`config.mk`:
```
export PLATFORM = sky130hd
export DESIGN_NAME = charger_mode_selector
export DESIGN_NICKNAME = d
export VERILOG_FILES = /design/src/logic/cms_pkg.sv /design/src/logic/level_sync.sv /design/src/logic/setpoint_stepper.sv /design/src/logic/charger_mode_selector.sv
export VERILOG_INCLUDE_DIRS = /design/src /design/src/logic
export SDC_FILE = /design/constraint.sdc
export NUM_CORES = 1
export LEC_CHECK = 0
export BUFFER_PORTS_ARGS = -buffer_cell sky130_fd_sc_hd__clkbuf_2
export CAP_MARGIN = 20
export CORE_MARGIN = 1
export CORE_UTILIZATION = 33
export CTS_CLUSTER_DIAMETER = 150
export DETAILED_ROUTE_END_ITERATION = 16
export PLACE_DENSITY = 0.59
export SLEW_MARGIN = 30
export SYNTH_ARGS = -nofsm -noshare
export SYNTH_HDL_FRONTEND = slang
export SYNTH_SLANG_ARGS = --single-unit
```
`constraint.sdc`:
```
create_clock -name clk -period 6.1 [get_ports clk]
set_clock_uncertainty 0.15 [all_clocks]
set_input_delay 1.22 -clock clk [delete_from_list [all_inputs] [get_ports clk]]
set_output_delay 1.22 -clock clk [all_outputs]
set_load 0.02 [all_outputs]
```
`src/logic/cms_defs.svh`:
```
// constants for the charger mode selector
`ifndef CMS_DEFS_SVH
`define CMS_DEFS_SVH
`define CLK_KHZ 25000
`define BC_HOLD_MS 1250
`define QUAL_MS 1
`define HV_DONE_MS 20
`define STEP_MV 200
`define VSET_MIN 7'h12
`define VSET_5V 7'h19
`define VSET_9V 7'h2D
`define VSET_12V 7'h3C
`define VSET_20V 7'h64
`define ADDR_CTRL 8'h00
`define ADDR_STATUS 8'h04
`define ADDR_SETPT 8'h08
`define CTRL_HV_ALLOW 0
`define CTRL_RESET 1'h1
`define RESP_OKAY 2'h0
`define RESP_SLVERR 2'h2
`endif

```
`src/logic/cms_pkg.sv`:
```
// types shared by the charger mode selector files
package cms_pkg;
	typedef enum logic [5:0] {
		ST_BC = 6'h01,
		ST_QUAL = 6'h02,
		ST_HVWAIT = 6'h04,
		ST_FIXED = 6'h08,
		ST_CONT = 6'h10,
		ST_LEGACY = 6'h20
	} mode_t;
	typedef struct packed {
		logic dp_present;
		logic dp_high;
		logic dm_high;
		logic dm_gnd;
	} lines_t;
	typedef struct packed {
		logic above_lo;
		logic above_hi;
	} supply_t;
endpackage : cms_pkg

```
`src/logic/level_sync.sv`:
```
// three-stage synchroniser that accepts a change once stages two and three agree
`timescale 1ns/100ps
module level_sync #(
	parameter int W = 1
) (
	input wire logic clk,
	input wire logic rst_b,
	input wire logic [W-1:0] raw,
	output logic [W-1:0] level
);
	logic [W-1:0] s1_q;
	logic [W-1:0] s2_q;
	logic [W-1:0] s3_q;
	logic [W-1:0] lvl_q;

	always_ff @(posedge clk or negedge rst_b) begin
		if (!rst_b) begin
			s1_q <= '0;
			s2_q <= '0;
			s3_q <= '0;
			lvl_q <= '0;
		end else begin
			s1_q <= raw;
			s2_q <= s1_q;
			s3_q <= s2_q;
			lvl_q <= (s2_q & s3_q) | (lvl_q & (s2_q ^ s3_q));
		end
	end

	assign level = lvl_q;
endmodule : level_sync

```
`src/logic/setpoint_stepper.sv`:
```
// saturating setpoint register in 0.2 V units
`timescale 1ns/100ps
`include "cms_defs.svh"
module setpoint_stepper (
	input wire logic clk,
	input wire logic rst_b,
	input wire logic load,
	input wire logic [6:0] load_val,
	input wire logic up,
	input wire logic down,
	input wire logic [6:0] vmax,
	output logic [6:0] vset
);
	logic [6:0] v_q;

	always_ff @(posedge clk or negedge rst_b) begin
		if (!rst_b) begin
			v_q <= `VSET_5V;
		end else if (load) begin
			// a held code must not carry a level above a freshly lowered class limit
			v_q <= (load_val > vmax) ? vmax : load_val;
		end else if (v_q > vmax) begin
			v_q <= vmax;
		end else if (up && v_q < vmax) begin
			v_q <= v_q + 7'h01;
		end else if (down && v_q > `VSET_MIN) begin
			v_q <= v_q - 7'h01;
		end
	end

	assign vset = v_q;
endmodule : setpoint_stepper

```
`src/logic/charger_mode_selector.sv`:
```
// charging-port mode selector with AXI4-Lite status and control
`timescale 1ns/100ps
`include "cms_defs.svh"
module charger_mode_selector
	import cms_pkg::*;
#(
	parameter int unsigned BC_HOLD_CYC = `BC_HOLD_MS * `CLK_KHZ,
	parameter int unsigned QUAL_CYC = `QUAL_MS * `CLK_KHZ,
	parameter int unsigned HV_DONE_CYC = `HV_DONE_MS * `CLK_KHZ
) (
	input wire logic clk,
	input wire logic rst_b,
	input wire lines_t dline_raw,
	input wire supply_t internal_supply_pin,
	input wire logic range_class_raw,
	input wire logic awvalid,
	output logic awready,
	input wire logic [7:0] awaddr,
	input wire logic wvalid,
	output logic wready,
	input wire logic [31:0] wdata,
	input wire logic [3:0] wstrb,
	output logic bvalid,
	input wire logic bready,
	output logic [1:0] bresp,
	input wire logic arvalid,
	output logic arready,
	input wire logic [7:0] araddr,
	output logic rvalid,
	input wire logic rready,
	output logic [31:0] rdata,
	output logic [1:0] rresp,
	output logic data_line_short_switch,
	output logic dminus_pulldown_switch,
	output logic [6:0] feedback_drive_pin_level,
	output logic fb_source_en,
	output logic fb_sink_en
);
	lines_t dl;
	supply_t sup;
	logic class_b;
	logic uv_q;
	mode_t state_q;
	mode_t state_d;
	logic [31:0] tmr_q;
	logic [31:0] tmr_d;
	logic dp_hi_p_q;
	logic dm_hi_p_q;
	logic short_q;
	logic pd_q;
	logic fb_source_q;
	logic fb_sink_q;
	logic hv_allow_q;
	logic load;
	logic up;
	logic down;
	logic [6:0] load_val;
	logic [6:0] vset;
	logic [6:0] vmax;
	logic awready_q;
	logic wready_q;
	logic bvalid_q;
	logic [1:0] bresp_q;
	logic [7:0] aw_addr_q;
	logic [31:0] w_data_q;
	logic [3:0] w_strb_q;
	logic arready_q;
	logic rvalid_q;
	logic [31:0] rdata_q;
	logic [1:0] rresp_q;
	logic wr_fire;

	level_sync #(
		.W(7)
	) u_sync (
		.clk(clk),
		.rst_b(rst_b),
		.raw({dline_raw, internal_supply_pin, range_class_raw}),
		.level({dl, sup, class_b})
	);

	// latch set from reset until the supply proves itself, so power-up starts held
	always_ff @(posedge clk or negedge rst_b) begin
		if (!rst_b) begin
			uv_q <= 1'b1;
		end else if (!sup.above_lo) begin
			uv_q <= 1'b1;
		end else if (sup.above_hi) begin
			uv_q <= 1'b0;
		end
	end

	always_comb begin
		state_d = state_q;
		tmr_d = '0;
		case (state_q)
			ST_BC: begin
				tmr_d = tmr_q + 32'h1;
				if (tmr_q >= BC_HOLD_CYC - 1) begin
					state_d = ST_QUAL;
					tmr_d = '0;
				end
			end
			ST_QUAL: begin
				// a device that never releases D- simply stays here at 5 V
				if (dl.dm_gnd) begin
					tmr_d = tmr_q + 32'h1;
				end
				if (dl.dm_gnd && tmr_q >= QUAL_CYC - 1) begin
					state_d = hv_allow_q ? ST_HVWAIT : ST_LEGACY;
					tmr_d = '0;
				end
			end
			ST_HVWAIT: begin
				tmr_d = tmr_q + 32'h1;
				if (tmr_q >= HV_DONE_CYC - 1) begin
					state_d = ST_FIXED;
					tmr_d = '0;
				end
			end
			ST_FIXED: begin
				if (!dl.dp_high && dl.dm_high) begin
					state_d = ST_CONT;
				end
			end
			ST_CONT: begin
				// pulses never touch D- ground, so only a true 5 V request leaves
				if (!dl.dp_high && dl.dm_gnd) begin
					state_d = ST_FIXED;
				end
			end
			default: begin
				state_d = state_q;
			end
		endcase
		if (uv_q || !dl.dp_present) begin
			state_d = ST_BC;
			tmr_d = '0;
		end
	end

	always_ff @(posedge clk or negedge rst_b) begin
		if (!rst_b) begin
			state_q <= ST_BC;
			tmr_q <= '0;
		end else begin
			state_q <= state_d;
			tmr_q <= tmr_d;
		end
	end

	always_ff @(posedge clk or negedge rst_b) begin
		if (!rst_b) begin
			short_q <= 1'b1;
			pd_q <= 1'b0;
		end else begin
			short_q <= state_d == ST_BC || state_d == ST_QUAL || state_d == ST_LEGACY;
			pd_q <= state_d == ST_FIXED || state_d == ST_CONT;
		end
	end

	always_ff @(posedge clk or negedge rst_b) begin
		if (!rst_b) begin
			dp_hi_p_q <= 1'b0;
			dm_hi_p_q <= 1'b0;
		end else begin
			dp_hi_p_q <= dl.dp_high;
			dm_hi_p_q <= dl.dm_high;
		end
	end

	assign vmax = class_b ? `VSET_20V : `VSET_12V;

	always_comb begin
		load = 1'b1;
		load_val = `VSET_5V;
		up = 1'b0;
		down = 1'b0;
		case (state_q)
			ST_FIXED: begin
				load_val = vset;
				if (dl.dm_gnd) begin
					load_val = `VSET_5V;
				end else if (!dl.dm_high) begin
					load_val = dl.dp_high ? `VSET_9V : `VSET_12V;
				end else if (dl.dp_high && class_b) begin
					load_val = `VSET_20V;
				end
			end
			ST_CONT: begin
				load = 1'b0;
				up = dp_hi_p_q && !dl.dp_high && dl.dm_high;
				// a d+ fall in the same cycle is an up step, never a down as well
				down = !dm_hi_p_q && dl.dm_high && !dl.dp_high && !dp_hi_p_q;
			end
			default: begin
				load_val = `VSET_5V;
			end
		endcase
		if (uv_q || !dl.dp_present) begin
			load = 1'b1;
			load_val = `VSET_5V;
			up = 1'b0;
			down = 1'b0;
		end
	end

	setpoint_stepper u_step (
		.clk(clk),
		.rst_b(rst_b),
		.load(load),
		.load_val(load_val),
		.up(up),
		.down(down),
		.vmax(vmax),
		.vset(vset)
	);

	// drive follows the setpoint one cycle later
	always_ff @(posedge clk or negedge rst_b) begin
		if (!rst_b) begin
			fb_source_q <= 1'b0;
			fb_sink_q <= 1'b0;
		end else begin
			fb_source_q <= vset < `VSET_5V;
			fb_sink_q <= vset > `VSET_5V;
		end
	end

	assign wr_fire = !awready_q && !wready_q && !bvalid_q;

	always_ff @(posedge clk or negedge rst_b) begin
		if (!rst_b) begin
			awready_q <= 1'b1;
			aw_addr_q <= '0;
		end else if (awvalid && awready_q) begin
			awready_q <= 1'b0;
			aw_addr_q <= awaddr;
		end else if (wr_fire) begin
			awready_q <= 1'b1;
		end
	end

	always_ff @(posedge clk or negedge rst_b) begin
		if (!rst_b) begin
			wready_q <= 1'b1;
			w_data_q <= '0;
			w_strb_q <= '0;
		end else if (wvalid && wready_q) begin
			wready_q <= 1'b0;
			w_data_q <= wdata;
			w_strb_q <= wstrb;
		end else if (wr_fire) begin
			wready_q <= 1'b1;
		end
	end

	always_ff @(posedge clk or negedge rst_b) begin
		if (!rst_b) begin
			bvalid_q <= 1'b0;
			bresp_q <= `RESP_OKAY;
		end else if (wr_fire) begin
			bvalid_q <= 1'b1;
			if (aw_addr_q == `ADDR_CTRL || aw_addr_q == `ADDR_STATUS) begin
				bresp_q <= `RESP_OKAY;
			end else if (aw_addr_q == `ADDR_SETPT) begin
				bresp_q <= `RESP_OKAY;
			end else begin
				bresp_q <= `RESP_SLVERR;
			end
		end else if (bready) begin
			bvalid_q <= 1'b0;
		end
	end

	always_ff @(posedge clk or negedge rst_b) begin
		if (!rst_b) begin
			hv_allow_q <= `CTRL_RESET;
		end else if (wr_fire && aw_addr_q == `ADDR_CTRL && w_strb_q[0]) begin
			hv_allow_q <= w_data_q[`CTRL_HV_ALLOW];
		end
	end

	always_ff @(posedge clk or negedge rst_b) begin
		if (!rst_b) begin
			arready_q <= 1'b1;
			rvalid_q <= 1'b0;
			rdata_q <= '0;
			rresp_q <= `RESP_OKAY;
		end else if (arvalid && arready_q) begin
			arready_q <= 1'b0;
			rvalid_q <= 1'b1;
			rresp_q <= `RESP_OKAY;
			if (araddr == `ADDR_CTRL) begin
				rdata_q <= {31'h0, hv_allow_q};
			end else if (araddr == `ADDR_STATUS) begin
				rdata_q <= {20'h0, uv_q, class_b, pd_q, short_q, 2'h0, state_q};
			end else if (araddr == `ADDR_SETPT) begin
				rdata_q <= {22'h0, fb_sink_q, fb_source_q, 1'h0, vset};
			end else begin
				rdata_q <= '0;
				rresp_q <= `RESP_SLVERR;
			end
		end else if (rvalid_q && rready) begin
			rvalid_q <= 1'b0;
			arready_q <= 1'b1;
		end
	end

	assign awready = awready_q;
	assign wready = wready_q;
	assign bvalid = bvalid_q;
	assign bresp = bresp_q;
	assign arready = arready_q;
	assign rvalid = rvalid_q;
	assign rdata = rdata_q;
	assign rresp = rresp_q;
	assign data_line_short_switch = short_q;
	assign dminus_pulldown_switch = pd_q;
	assign feedback_drive_pin_level = vset;
	assign fb_source_en = fb_source_q;
	assign fb_sink_en = fb_sink_q;
endmodule : charger_mode_selector

```
==> results of run 1 <==
sequential cells by signal (all words and copies together), names as in the netlist, 6 cells and up:
| signal | flops |
|---|---|
| aw_addr_q | 8 |
| rdata | 11 |
| state_q | 6 |
| tmr_q | 32 |
| u_step.vset | 7 |
| u_sync.level | 7 |
| u_sync.s1_q | 7 |
| u_sync.s2_q | 7 |
| u_sync.s3_q | 7 |
power by group through the flow:
stage	combinational (W)	sequential [W]	clock, W
after floorplan	0.000152	0.000875	0
after global placement	0.000221	0.000864	0
after detailed placement	0.000228	0.000868	0
after CTS	0.000229	0.000853	0.000612
after global routing	0.000255	0.000865	0.000637
final	0.000224	0.000853	0.000590
cell usage in the layout, fill, tap and decap left out, types with 9 or more instances in the layout:
cell,Yosys,routed
dfrtp_1,99,99
clkbuf_2,1,59
nand2_1,48,48
nor3_1,33,33
nor2_1,30,30
o21ai_0,30,30
conb_1,1,30
ha_1,19,19
inv_1,17,17
nand3_1,16,16
a21oi_1,16,16
xor2_1,16,16
xnor2_1,13,13
mux2_2,13,13
a21o_1,12,12
nand4_1,10,10
dfstp_2,10,10
clkbuf_16,0,9
layer usage:
| metal | wire length (um) | GRT usage | vias to the layer above | share of wire |
|---|---|---|---|---|
| met5 | 0 | 0 | - | 0 |
| met4 | 256 | 0.0711 | 0 | 0.023 |
| met3 | 453 | 0.0285 | 15 | 0.041 |
| met2 | 4910 | 0.211 | 111 | 0.44 |
| met1 | 5490 | 0.183 | 1906 | 0.49 |
| li1 | - | - | 1969 | - |
worst max-delay path: stages (launching register included):
cell and delay, ns:
dfrtp_1 0.60, inv_1 0.19, ha_1 0.32, a31oi_1 0.22, nand4_1 0.41, ha_1 0.48
nor2b_1 0.14, o21ai_0 0.19, a21boi_0 0.16, o21a_1 0.20, or3_1 0.34, a31oi_1 0.17
a21oi_1 0.08
metrics by stage:
step                      cells  setup slack, ns
final                       816             2.33
after global routing        816             2.08
after CTS                   816             2.34
after detailed placement    800             2.36
after global placement      799             2.41
after floorplan             561             2.76
worst paths after layout:
path	start	to	slack, ns	cells past startpoint
min in group asynchronous	rst_b	bvalid$_DFFE_PN0P_	0.74	1
max in group asynchronous	rst_b	u_step.vset[2]$_DFFE_PN0P_	3.88	2
worst max register to register	u_sync.level[0]$_DFF_PN0_	u_step.vset[6]$_DFFE_PN0P_	2.33	12
worst min-delay path	u_sync.s1_q[4]$_DFF_PN0_	u_sync.s2_q[4]$_DFF_PN0_	0.20	0
worst min register to register	u_sync.s1_q[4]$_DFF_PN0_	u_sync.s2_q[4]$_DFF_PN0_	0.20	0
worst max-delay path	u_sync.level[0]$_DFF_PN0_	u_step.vset[6]$_DFFE_PN0P_	2.33	12
cell type report:
cell class | instances | area [um2] | area share
clock buffers | 9 | 225 | 0.0362
well taps | 220 | 275 | 0.0442
inverters | 17 | 63.8 | 0.0102
multi-input cells | 392 | 2530 | 0.406
clock inverters | 7 | 73.8 | 0.0119
flip-flops and latches | 109 | 2740 | 0.440
repair buffers | 62 | 322 | 0.0516
kinds of logic (layout without fill, tap and decap cells):
group | Yosys count | after routing | share of synthesized area
simple gates | 189 | 189 | 0.175
flops | 109 | 109 | 0.494
compound gates | 107 | 107 | 0.134
buf+inv | 60 | 95 | 0.0703
xor+xnor | 29 | 29 | 0.0458
fa+ha+maj | 21 | 21 | 0.0485
mux | 16 | 16 | 0.0318
other cells | 1 | 30 | 0.000676
==> metrics.md, run 1 <==
| Metric | Value |
|---|---|
| Worst skew pair latency | `0.36 ns` |
| Final Core Density | `0.377` |
| Routed len/inst | `13.6 um` |
| Net switching power | `0.000483 W` |
| Initial core utilization | `0.336` |
| Area after DPL | `5930 um2` |
| Comb power frac | `0.135` |
| Post-synthesis cell area | `5550 um2` |
| Worst VDD drop | `0.000146 V` |
| Die Wd | `132 um` |
| First-pass GRT wire length | `19100 um` |
| Worst hold slack | `0.201 ns` |
| Post-synthesis register bit count | `109` |
| Clk pwr share | `0.354` |
| Most used flip-flop cell after synthesis | `dfrtp_1` |
| Core area | `16500 um2` |
| Mean post-synth cell area | `10.4 um2` |
| Pint | `0.00118 W` |
| Share of the synthesized area in the top cell type | `0.446` |
| Die footprint | `17300 um2` |
| PostCTS Resize Cnt | `0` |
| Total track usage | `0.138` |
| Diodes inserted | `0` |
| Layout cells sized above 1 | `0.200` |
| Final nets | `677` |
| Cts hold-fix bufs | `0` |
| Crit end category | `flip-flop` |
| Final Instance Area | `6230 um2` |
| Setup_tns | `0 ns` |
| Clock Root Buffer | `clkbuf_16` |
| CTS clk-pin slew, worst paths | `0.08 ns` |
| Vias per inst | `4.90` |
| Yosys top cell by area | `dfrtp_1` |
| Detailed Routing Iterations Pass 1 | `4` |
| Cells after Synth | `532` |
| Top-count cell post-synth | `dfrtp_1` |
| GP Congestion | `0.831` |
| Post-synth ARST share | `1.00` |
| Die Height | `132 um` |
| Setup violators final | `0` |
| Worst path arrival time | `3.87 ns` |
| RSZ-0062 raised after global routing | `no` |
| Sequential share of the synthesized area | `0.494` |
| Vias in the first global route | `3927` |
| Final ANT Viol Nets | `0` |
| Largest fanout on the critical path | `12` |
| Slew Viols, Final | `0` |
| Critical path type | `flip-flop to flip-flop` |
| Min-delay worst type | `flip-flop to flip-flop` |
| Worst Max-Slew Pin Slew | `0.931 ns` |
| TritonCTS sink count | `109` |
| I/O pins | `118` |
| DP HPWL | `7820 um` |
| Max Fclk | `265 MHz` |
| Drt total wl | `11100 um` |
| DRT iter0 DRCs | `194` |
| CTS tree | `done` |
| Top cells by area, synth | `dfrtp_1, dfstp_2, ha_1` |
| Setup crit start kind | `flip-flop` |
| Buffers on Ports | `60` |
| Synth-to-layout area growth | `12.2%` |
| Synth Warn # | `0` |
| GRT overflow | `0` |
| PwrDens | `268 nW/um2` |
| Minimum clock period | `3.77 ns` |
| Initial antenna violation count | `0` |
| Residual DRC | `0` |
| Period utilization | `0.618` |
| CTS max path bufs | `2` |
| EDFF count, synth | `0` |
| Fin. Hold Viols | `0` |
| Leakage | `2.80 nW` |
| Filler instances | `1647` |
| Overall power | `0.00167 W` |
| Unique masters post-synth | `69` |
| Reg power frac | `0.512` |
| Post-CTS Repair Setup Buffers | `0` |
| WP data required | `6.20 ns` |
| Largest net degree at the start of global routing | `57` |
| Via Count | `4001` |
| Max-slew headroom | `0.378` |
| Top post-synthesis cells by count | `dfrtp_1, nand2_1, nor3_1` |
| Status | `finished clean` |
| Cts bufs inserted | `9` |
| Sw Share | `0.290` |
| # H-tree levels | `3` |
| Max-Cap Viols | `0` |
| FP Rows | `47` |
Note: power is estimated with default switching activity, not from simulation.
==> inputs of run 2 (changes only) <==
Clock period 6.1 ns to 3.9 ns, I/O delays scaled along.
==> run 2 against run 1 <==
Sequential power grew 56%. Final cell count grew 0.86%. Register-to-register slack lost 2.0 ns. Global-route usage grew 0.13 points. Largest cell class unchanged. Worst hold slack lost 0.0021 ns. Clock power grew 54%. Sequential share of layout area shrank 0.35 points. Critical path type unchanged. Total power grew 56%.
==> metrics.md, run 2 (synthesis results as in run 1) <==
| Metric | Value |
|---|---|
| Status | `finished clean` |
| Max Fclk | `278 MHz (+4.8%)` |
| Worst path arrival time | `3.67 ns (-0.20 ns)` |
| Minimum clock period | `3.60 ns (-0.172 ns)` |
| Largest fanout on the critical path | `9 (-3)` |
| TritonCTS sink count | `109 (unchanged)` |
| Area of the multi-input gates | `2530 um2 (unchanged)` |
| Diodes inserted | `0 (unchanged)` |
| Max-Cap Viols | `0 (unchanged)` |
| Setup crit start kind | `flip-flop` |
| Overall power | `0.00260 W (+56%)` |
| Reg2reg end | `u_step.vset[6]$_DFFE_PN0P_` |
| Dpl cells | `807 (+0.88%)` |
| GRT overflow | `0 (unchanged)` |
| Cells on worst reg2reg path | `11 (-1)` |
| DRT iter0 DRCs | `169 (-13%)` |
| RSZ-0062 raised after global routing | `no` |
| Layout cells sized above 1 | `0.202 (+0.00266)` |
| Initial antenna violation count | `0 (unchanged)` |
| I/O pins | `118 (unchanged)` |
| Max-slew headroom | `0.436 (+0.0581)` |
| Via Count | `4058 (+1.4%)` |
| WP data required | `3.97 ns (-2.23 ns)` |
| Synth-to-layout area growth | `13.1%` |
| Most flops, register | `tmr_q` |
| Total track usage | `0.139 (+0.00135)` |
| GP Congestion | `0.848 (+2.1%)` |
| Clock Root Buffer | `clkbuf_16` |
| Min-delay worst type | `flip-flop to flip-flop` |
| Largest net degree at the start of global routing | `61 (+7.0%)` |
| Setup_tns | `0 ns (unchanged)` |
| Residual DRC | `0 (unchanged)` |
| Fin. Hold Viols | `0 (unchanged)` |
| Routed len/inst | `13.8 um (+1.7%)` |
| DP Worst Slack | `0.364 ns (-2.00 ns)` |
| Max FFs per register | `32 (unchanged)` |
| Die Height | `132 um (unchanged)` |
| Die Wd | `132 um (unchanged)` |
| Cts bufs inserted | `9 (unchanged)` |
| Commonest non-fill, non-tap cell in the layout | `dfrtp_1` |
| Crit end category | `flip-flop` |
| Setup violators final | `0 (unchanged)` |
| Worst VDD drop | `0.000221 V (+52%)` |
| Final ANT Viol Nets | `0 (unchanged)` |
| Buffers on Ports | `60 (unchanged)` |
| Commonest non-fill, non-tap cells in the layout | `dfrtp_1, clkbuf_2, nand2_1` |
| Vias in the first global route | `3980 (+1.3%)` |
| Detailed Routing Iterations Pass 1 | `5 (+1)` |
| Period utilization | `0.923 (+0.304)` |
| Initial core utilization | `0.336 (unchanged)` |
| CTS tree | `done` |
| Leakage | `2.83 nW (+1.2%)` |
| CTS clk-pin slew, worst paths | `0.07 ns (about the same)` |
| Critical path type | `flip-flop to flip-flop` |
| PwrDens | `414 nW/um2 (+55%)` |
| Worst skew pair latency | `0.35 ns (about the same)` |
| Internal reg-to-reg setup slack | `0.30 ns (-2.03 ns)` |
| Post-CTS Repair Setup Buffers | `0 (unchanged)` |
| DP HPWL | `8100 um (+3.6%)` |
| End of the critical path | `u_step.vset[6]$_DFFE_PN0P_` |
| Slew Viols, Final | `0 (unchanged)` |
| Final nets | `684 (+1.0%)` |
| CTS max path bufs | `2 (unchanged)` |
| Final non-filler cell total | `823 (+0.86%)` |
| Sequential Area | `2740 um2 (unchanged)` |
| Filler instances | `1628 (-1.2%)` |
| Worst Max-Slew Pin Slew | `0.844 ns (-0.0872 ns)` |
| Die footprint | `17300 um2 (unchanged)` |
| # H-tree levels | `3 (unchanged)` |
| Drt total wl | `11400 um (+2.6%)` |
| Core area | `16500 um2 (unchanged)` |
| First-pass GRT wire length | `19400 um (+2.0%)` |
| Vias per inst | `4.93 (+0.56%)` |
| Final worst slack | `0.302 ns (-2.03 ns)` |
| Worst r2r src | `state_q[1]$_DFF_PN0_` |
| PostCTS Resize Cnt | `0 (unchanged)` |
| Cts hold-fix bufs | `0 (unchanged)` |
| FP Rows | `47 (unchanged)` |
| CP startpoint | `state_q[1]$_DFF_PN0_` |
run 2: metrics by stage:
step	cell area, um2	util	hold WS [ns]
final	6280	0.380	0.199
after CTS	6280	0.380	0.200
after floorplan	5660	-	0.181
after global routing	6280	0.380	0.212
after global placement	5990	0.362	0.186
after detailed placement	5990	0.362	0.186
run 2: worst max-delay path, cell delays in order, from the launching register on:
cell,delay [ns]
dfrtp_1,0.49
nor3_1,0.43
nand4b_1,0.36
nor3b_1,0.37
ha_1,0.30
and3_1,0.19
o21ai_0,0.11
a211oi_1,0.12
o32ai_1,0.32
mux2_2,0.41
o32ai_1,0.15
a21oi_1,0.08
run 2: layer usage:
metal,global-route usage,vias up,wire [um]
met3,0.0243,17,396
met4,0.0640,0,225
met2,0.222,109,5260
li1,-,1975,-
met1,0.183,1957,5510
met5,0,-,0
run 2: power by group:
part           switching [W]  internal [W]  leakage (nW)  total (W)
logic               0.000215      0.000145          1.32   0.000359
clock network       0.000405      0.000502         0.138   0.000907
registers          0.0000758       0.00126          1.38    0.00133
total               0.000695       0.00190          2.83    0.00260
run 2: worst min-delay path by stage:
stage                                   from                        to  slack, ns  cells after the start
global route        u_sync.s1_q[5]$_DFF_PN0_  u_sync.s2_q[5]$_DFF_PN0_       0.21                      0
finish              u_sync.s1_q[5]$_DFF_PN0_  u_sync.s2_q[5]$_DFF_PN0_       0.20                      0
global placement    u_sync.s1_q[4]$_DFF_PN0_  u_sync.s2_q[4]$_DFF_PN0_       0.19                      0
CTS                 u_sync.s1_q[2]$_DFF_PN0_  u_sync.s2_q[2]$_DFF_PN0_       0.20                      0
floorplan           u_sync.s1_q[0]$_DFF_PN0_  u_sync.s2_q[0]$_DFF_PN0_       0.18                      0
detailed placement  u_sync.s1_q[2]$_DFF_PN0_  u_sync.s2_q[2]$_DFF_PN0_       0.19                      0
run 2: layout make-up:
class | instances | share of cell area
flip-flops and latches | 109 | 0.437
clock inverters | 3 | 0.00757
well taps | 220 | 0.0439
inverters | 17 | 0.0102
clock buffers | 13 | 0.0383
multi-input cells | 392 | 0.403
repair buffers | 69 | 0.0610
==> inputs of run 3 (changes only) <==
Settings changed: BUFFER_PORTS_ARGS -buffer_cell sky130_fd_sc_hd__clkbuf_2 to not set, DONT_BUFFER_PORTS set to 1, PLACE_DENSITY 0.59 to 0.53.
==> run 3 against run 2 <==
Largest power group unchanged. Sequential share of layout area increased by 1.9 points. Largest cell class unchanged. Core utilization decreased by 1.6 points. Global-route usage increased by 0.43 points. Total power increased by 0.95%. Final area decreased by 4.2%. First-iteration DRC count decreased by 18%. Die area unchanged. Flip-flop and latch count unchanged.
==> metrics.md, run 3 (synthesis results as in run 1) <==
| Metric | Value |
|---|---|
| Status | `finished clean` |
| Buffers on Ports | `0 (-100%)` |
| Max FFs per register | `32 (unchanged)` |
| Die footprint | `17300 um2 (unchanged)` |
| Cts bufs inserted | `9 (unchanged)` |
| Crit end category | `flip-flop` |
| Worst VDD drop | `0.000251 V (+13%)` |
| Area after DPL | `5670 um2 (-5.4%)` |
| Die Wd | `132 um (unchanged)` |
| Filler instances | `1650 (+1.4%)` |
| Total track usage | `0.143 (+0.00428)` |
| DP Worst Slack | `0.380 ns (+0.0162 ns)` |
| Final worst slack | `0.285 ns (-0.0176 ns)` |
| Vias per inst | `5.07 (+2.8%)` |
| Overall power | `0.00262 W (+0.95%)` |
| Worst path arrival time | `3.70 ns (+0.03 ns)` |
| Worst path slowest cell | `dfrtp_1` |
| Net switching power | `0.000709 W (+2.1%)` |
| I/O pins | `118 (unchanged)` |
| # H-tree levels | `3 (unchanged)` |
| Min-delay worst type | `input pin to asynchronous set/reset pin` |
| Final nets | `624 (-8.8%)` |
| Commonest non-fill, non-tap cells in the layout | `dfrtp_1, nand2_1, nor3_1` |
| Final ANT Viol Nets | `0 (unchanged)` |
| Diodes inserted | `0 (unchanged)` |
| Post-CTS Repair Setup Buffers | `0 (unchanged)` |
| Setup crit start kind | `flip-flop` |
| DP HPWL | `7980 um (-1.6%)` |
| Largest net degree at the start of global routing | `100 (+64%)` |
| Initial core utilization | `0.336 (unchanged)` |
| Drt total wl | `11700 um (+2.4%)` |
| Most flops, register | `tmr_q` |
| Commonest non-fill, non-tap cell in the layout | `dfrtp_1` |
| Worst Max-Slew Pin Slew | `0.926 ns (+0.0820 ns)` |
| Reg power frac | `0.525 (+0.012)` |
| Layout cells sized above 1 | `0.122 (-0.0808)` |
| Internal reg-to-reg setup slack | `0.28 ns (-0.02 ns)` |
| GRT overflow | `0 (unchanged)` |
| Critical path type | `flip-flop to flip-flop` |
| First-pass GRT wire length | `19800 um (+1.9%)` |
| Pint | `0.00191 W (+0.54%)` |
| RSZ-0062 raised after global routing | `no` |
| PostCTS Resize Cnt | `0 (unchanged)` |
| Comb power frac | `0.104 (-0.034)` |
| Fin. Hold Viols | `0 (unchanged)` |
| Vias in the first global route | `3857 (-3.1%)` |
| GP Congestion | `0.834 (-1.7%)` |
| CTS tree | `done` |
| CTS max path bufs | `2 (unchanged)` |
| Synth-to-layout area growth | `8.37%` |
| Via Count | `3866 (-4.7%)` |
| PwrDens | `436 nW/um2 (+5.4%)` |
| WP data required | `3.99 ns (+0.02 ns)` |
| Setup violators final | `0 (unchanged)` |
| Crit-path max cell delay | `0.63 ns (+0.14 ns)` |
| Die Height | `132 um (unchanged)` |
| TritonCTS sink count | `109 (unchanged)` |
| Max Fclk | `277 MHz (-0.49%)` |
| Period utilization | `0.927 (+0.00452)` |
| Clk pwr share | `0.371 (+0.022)` |
| Final Instance Area | `6010 um2 (-4.2%)` |
| Core area | `16500 um2 (unchanged)` |
| Sw Share | `0.270 (+0.00301)` |
| Routed len/inst | `15.3 um (+10%)` |
| DRT iter0 DRCs | `138 (-18%)` |
| Worst skew pair latency | `0.35 ns (about the same)` |
| Max-Cap Viols | `0 (unchanged)` |
| Max-slew headroom | `0.381 (-0.0548)` |
| Leakage | `2.59 nW (-8.4%)` |
| Residual DRC | `0 (unchanged)` |
| Area of the multi-input gates | `2530 um2 (unchanged)` |
| Slew Viols, Final | `0 (unchanged)` |
| Clock Root Buffer | `clkbuf_16` |
| Detailed Routing Iterations Pass 1 | `4 (-1)` |
| Worst hold slack | `0.110 ns (-0.0885 ns)` |
| Largest fanout on the critical path | `12 (+3)` |
| WP buf/inv | `3 (+3)` |
| Initial antenna violation count | `0 (unchanged)` |
| Minimum clock period | `3.62 ns (+0.0176 ns)` |
| CTS clk-pin slew, worst paths | `0.08 ns (about the same)` |
| Setup_tns | `0 ns (unchanged)` |
| Top delay family on crit path | `compound AO/OA/AOI/OAI gates` |
| Crit-path cells | `inv_1, ha_1, a31oi_1, nand4_1, buf_4, inv_1, fa_1, nor2b_1, o21ai_0, a21boi_0, o21a_1, or3_1, a31oi_1, a21oi_1` |
| Sequential Area | `2740 um2 (unchanged)` |
| FP Rows | `47 (unchanged)` |
-- run 3: final timing paths --
path | start | end | cells after the start
max | u_sync.level[0]$_DFF_PN0_ | u_step.vset[6]$_DFFE_PN0P_ | 14
min | rst_b | wready$_DFFE_PN1P_ | 0
max reg2reg | u_sync.level[0]$_DFF_PN0_ | u_step.vset[6]$_DFFE_PN0P_ | 14
min reg2reg | u_sync.s1_q[2]$_DFF_PN0_ | u_sync.s2_q[2]$_DFF_PN0_ | 0
max in group asynchronous | rst_b | rdata[11]$_DFFE_PN0P_ | 1
min in group clk | u_sync.s1_q[2]$_DFF_PN0_ | u_sync.s2_q[2]$_DFF_PN0_ | 0
-- run 3: final cells by class --
class,instances,area share
flip-flops and latches,109,0.456
clock inverters,5,0.0110
repair buffers,9,0.0146
multi-input cells,392,0.420
well taps,220,0.0458
inverters,17,0.0106
clock buffers,11,0.0420
-- run 3: routing by layer --
metal / routed length [um] / vias to the layer above / GRT usage
li1: - / 1854 / -
met1: 5680 / 1891 / 0.197
met2: 5250 / 106 / 0.217
met3: 564 / 15 / 0.0340
met4: 173 / 0 / 0.0549
met5: 0 / - / 0
-- run 3: repair_timing --
action,4_1_cts,5_1_grt
setup endpoints to repair,0,0
hold buffers,1,0
endpoints found under the hold margin,99,0
-- run 3: power groups by stage --
| stage | combinational (W) | sequential (W) | clock (W) |
|---|---|---|---|
| 2_1_floorplan | 0.000237 | 0.00137 | 0 |
| 4_1_cts | 0.000277 | 0.00138 | 0.00101 |
| 3_5_place_dp | 0.000251 | 0.00140 | 0 |
| 6_report | 0.000273 | 0.00138 | 0.000972 |
| 5_1_grt | 0.000314 | 0.00139 | 0.00106 |
| 3_3_place_gp | 0.000240 | 0.00140 | 0 |
-- run 3: worst reg2reg max path, stage by stage (launching register included) --
cell	delay, ns
dfrtp_1	0.63
inv_1	0.22
ha_1	0.34
a31oi_1	0.21
nand4_1	0.17
buf_4	0.21
inv_1	0.07
fa_1	0.20
nor2b_1	0.05
o21ai_0	0.24
a21boi_0	0.17
o21a_1	0.21
or3_1	0.35
a31oi_1	0.19
a21oi_1	0.09
-- run 3: per-stage QoR --
step | instances | util
4_1_cts | 763 | 0.364
3_3_place_gp | 746 | 0.343
5_1_grt | 763 | 0.364
6_report | 763 | 0.364
3_5_place_dp | 746 | 0.343
2_1_floorplan | 561 | -
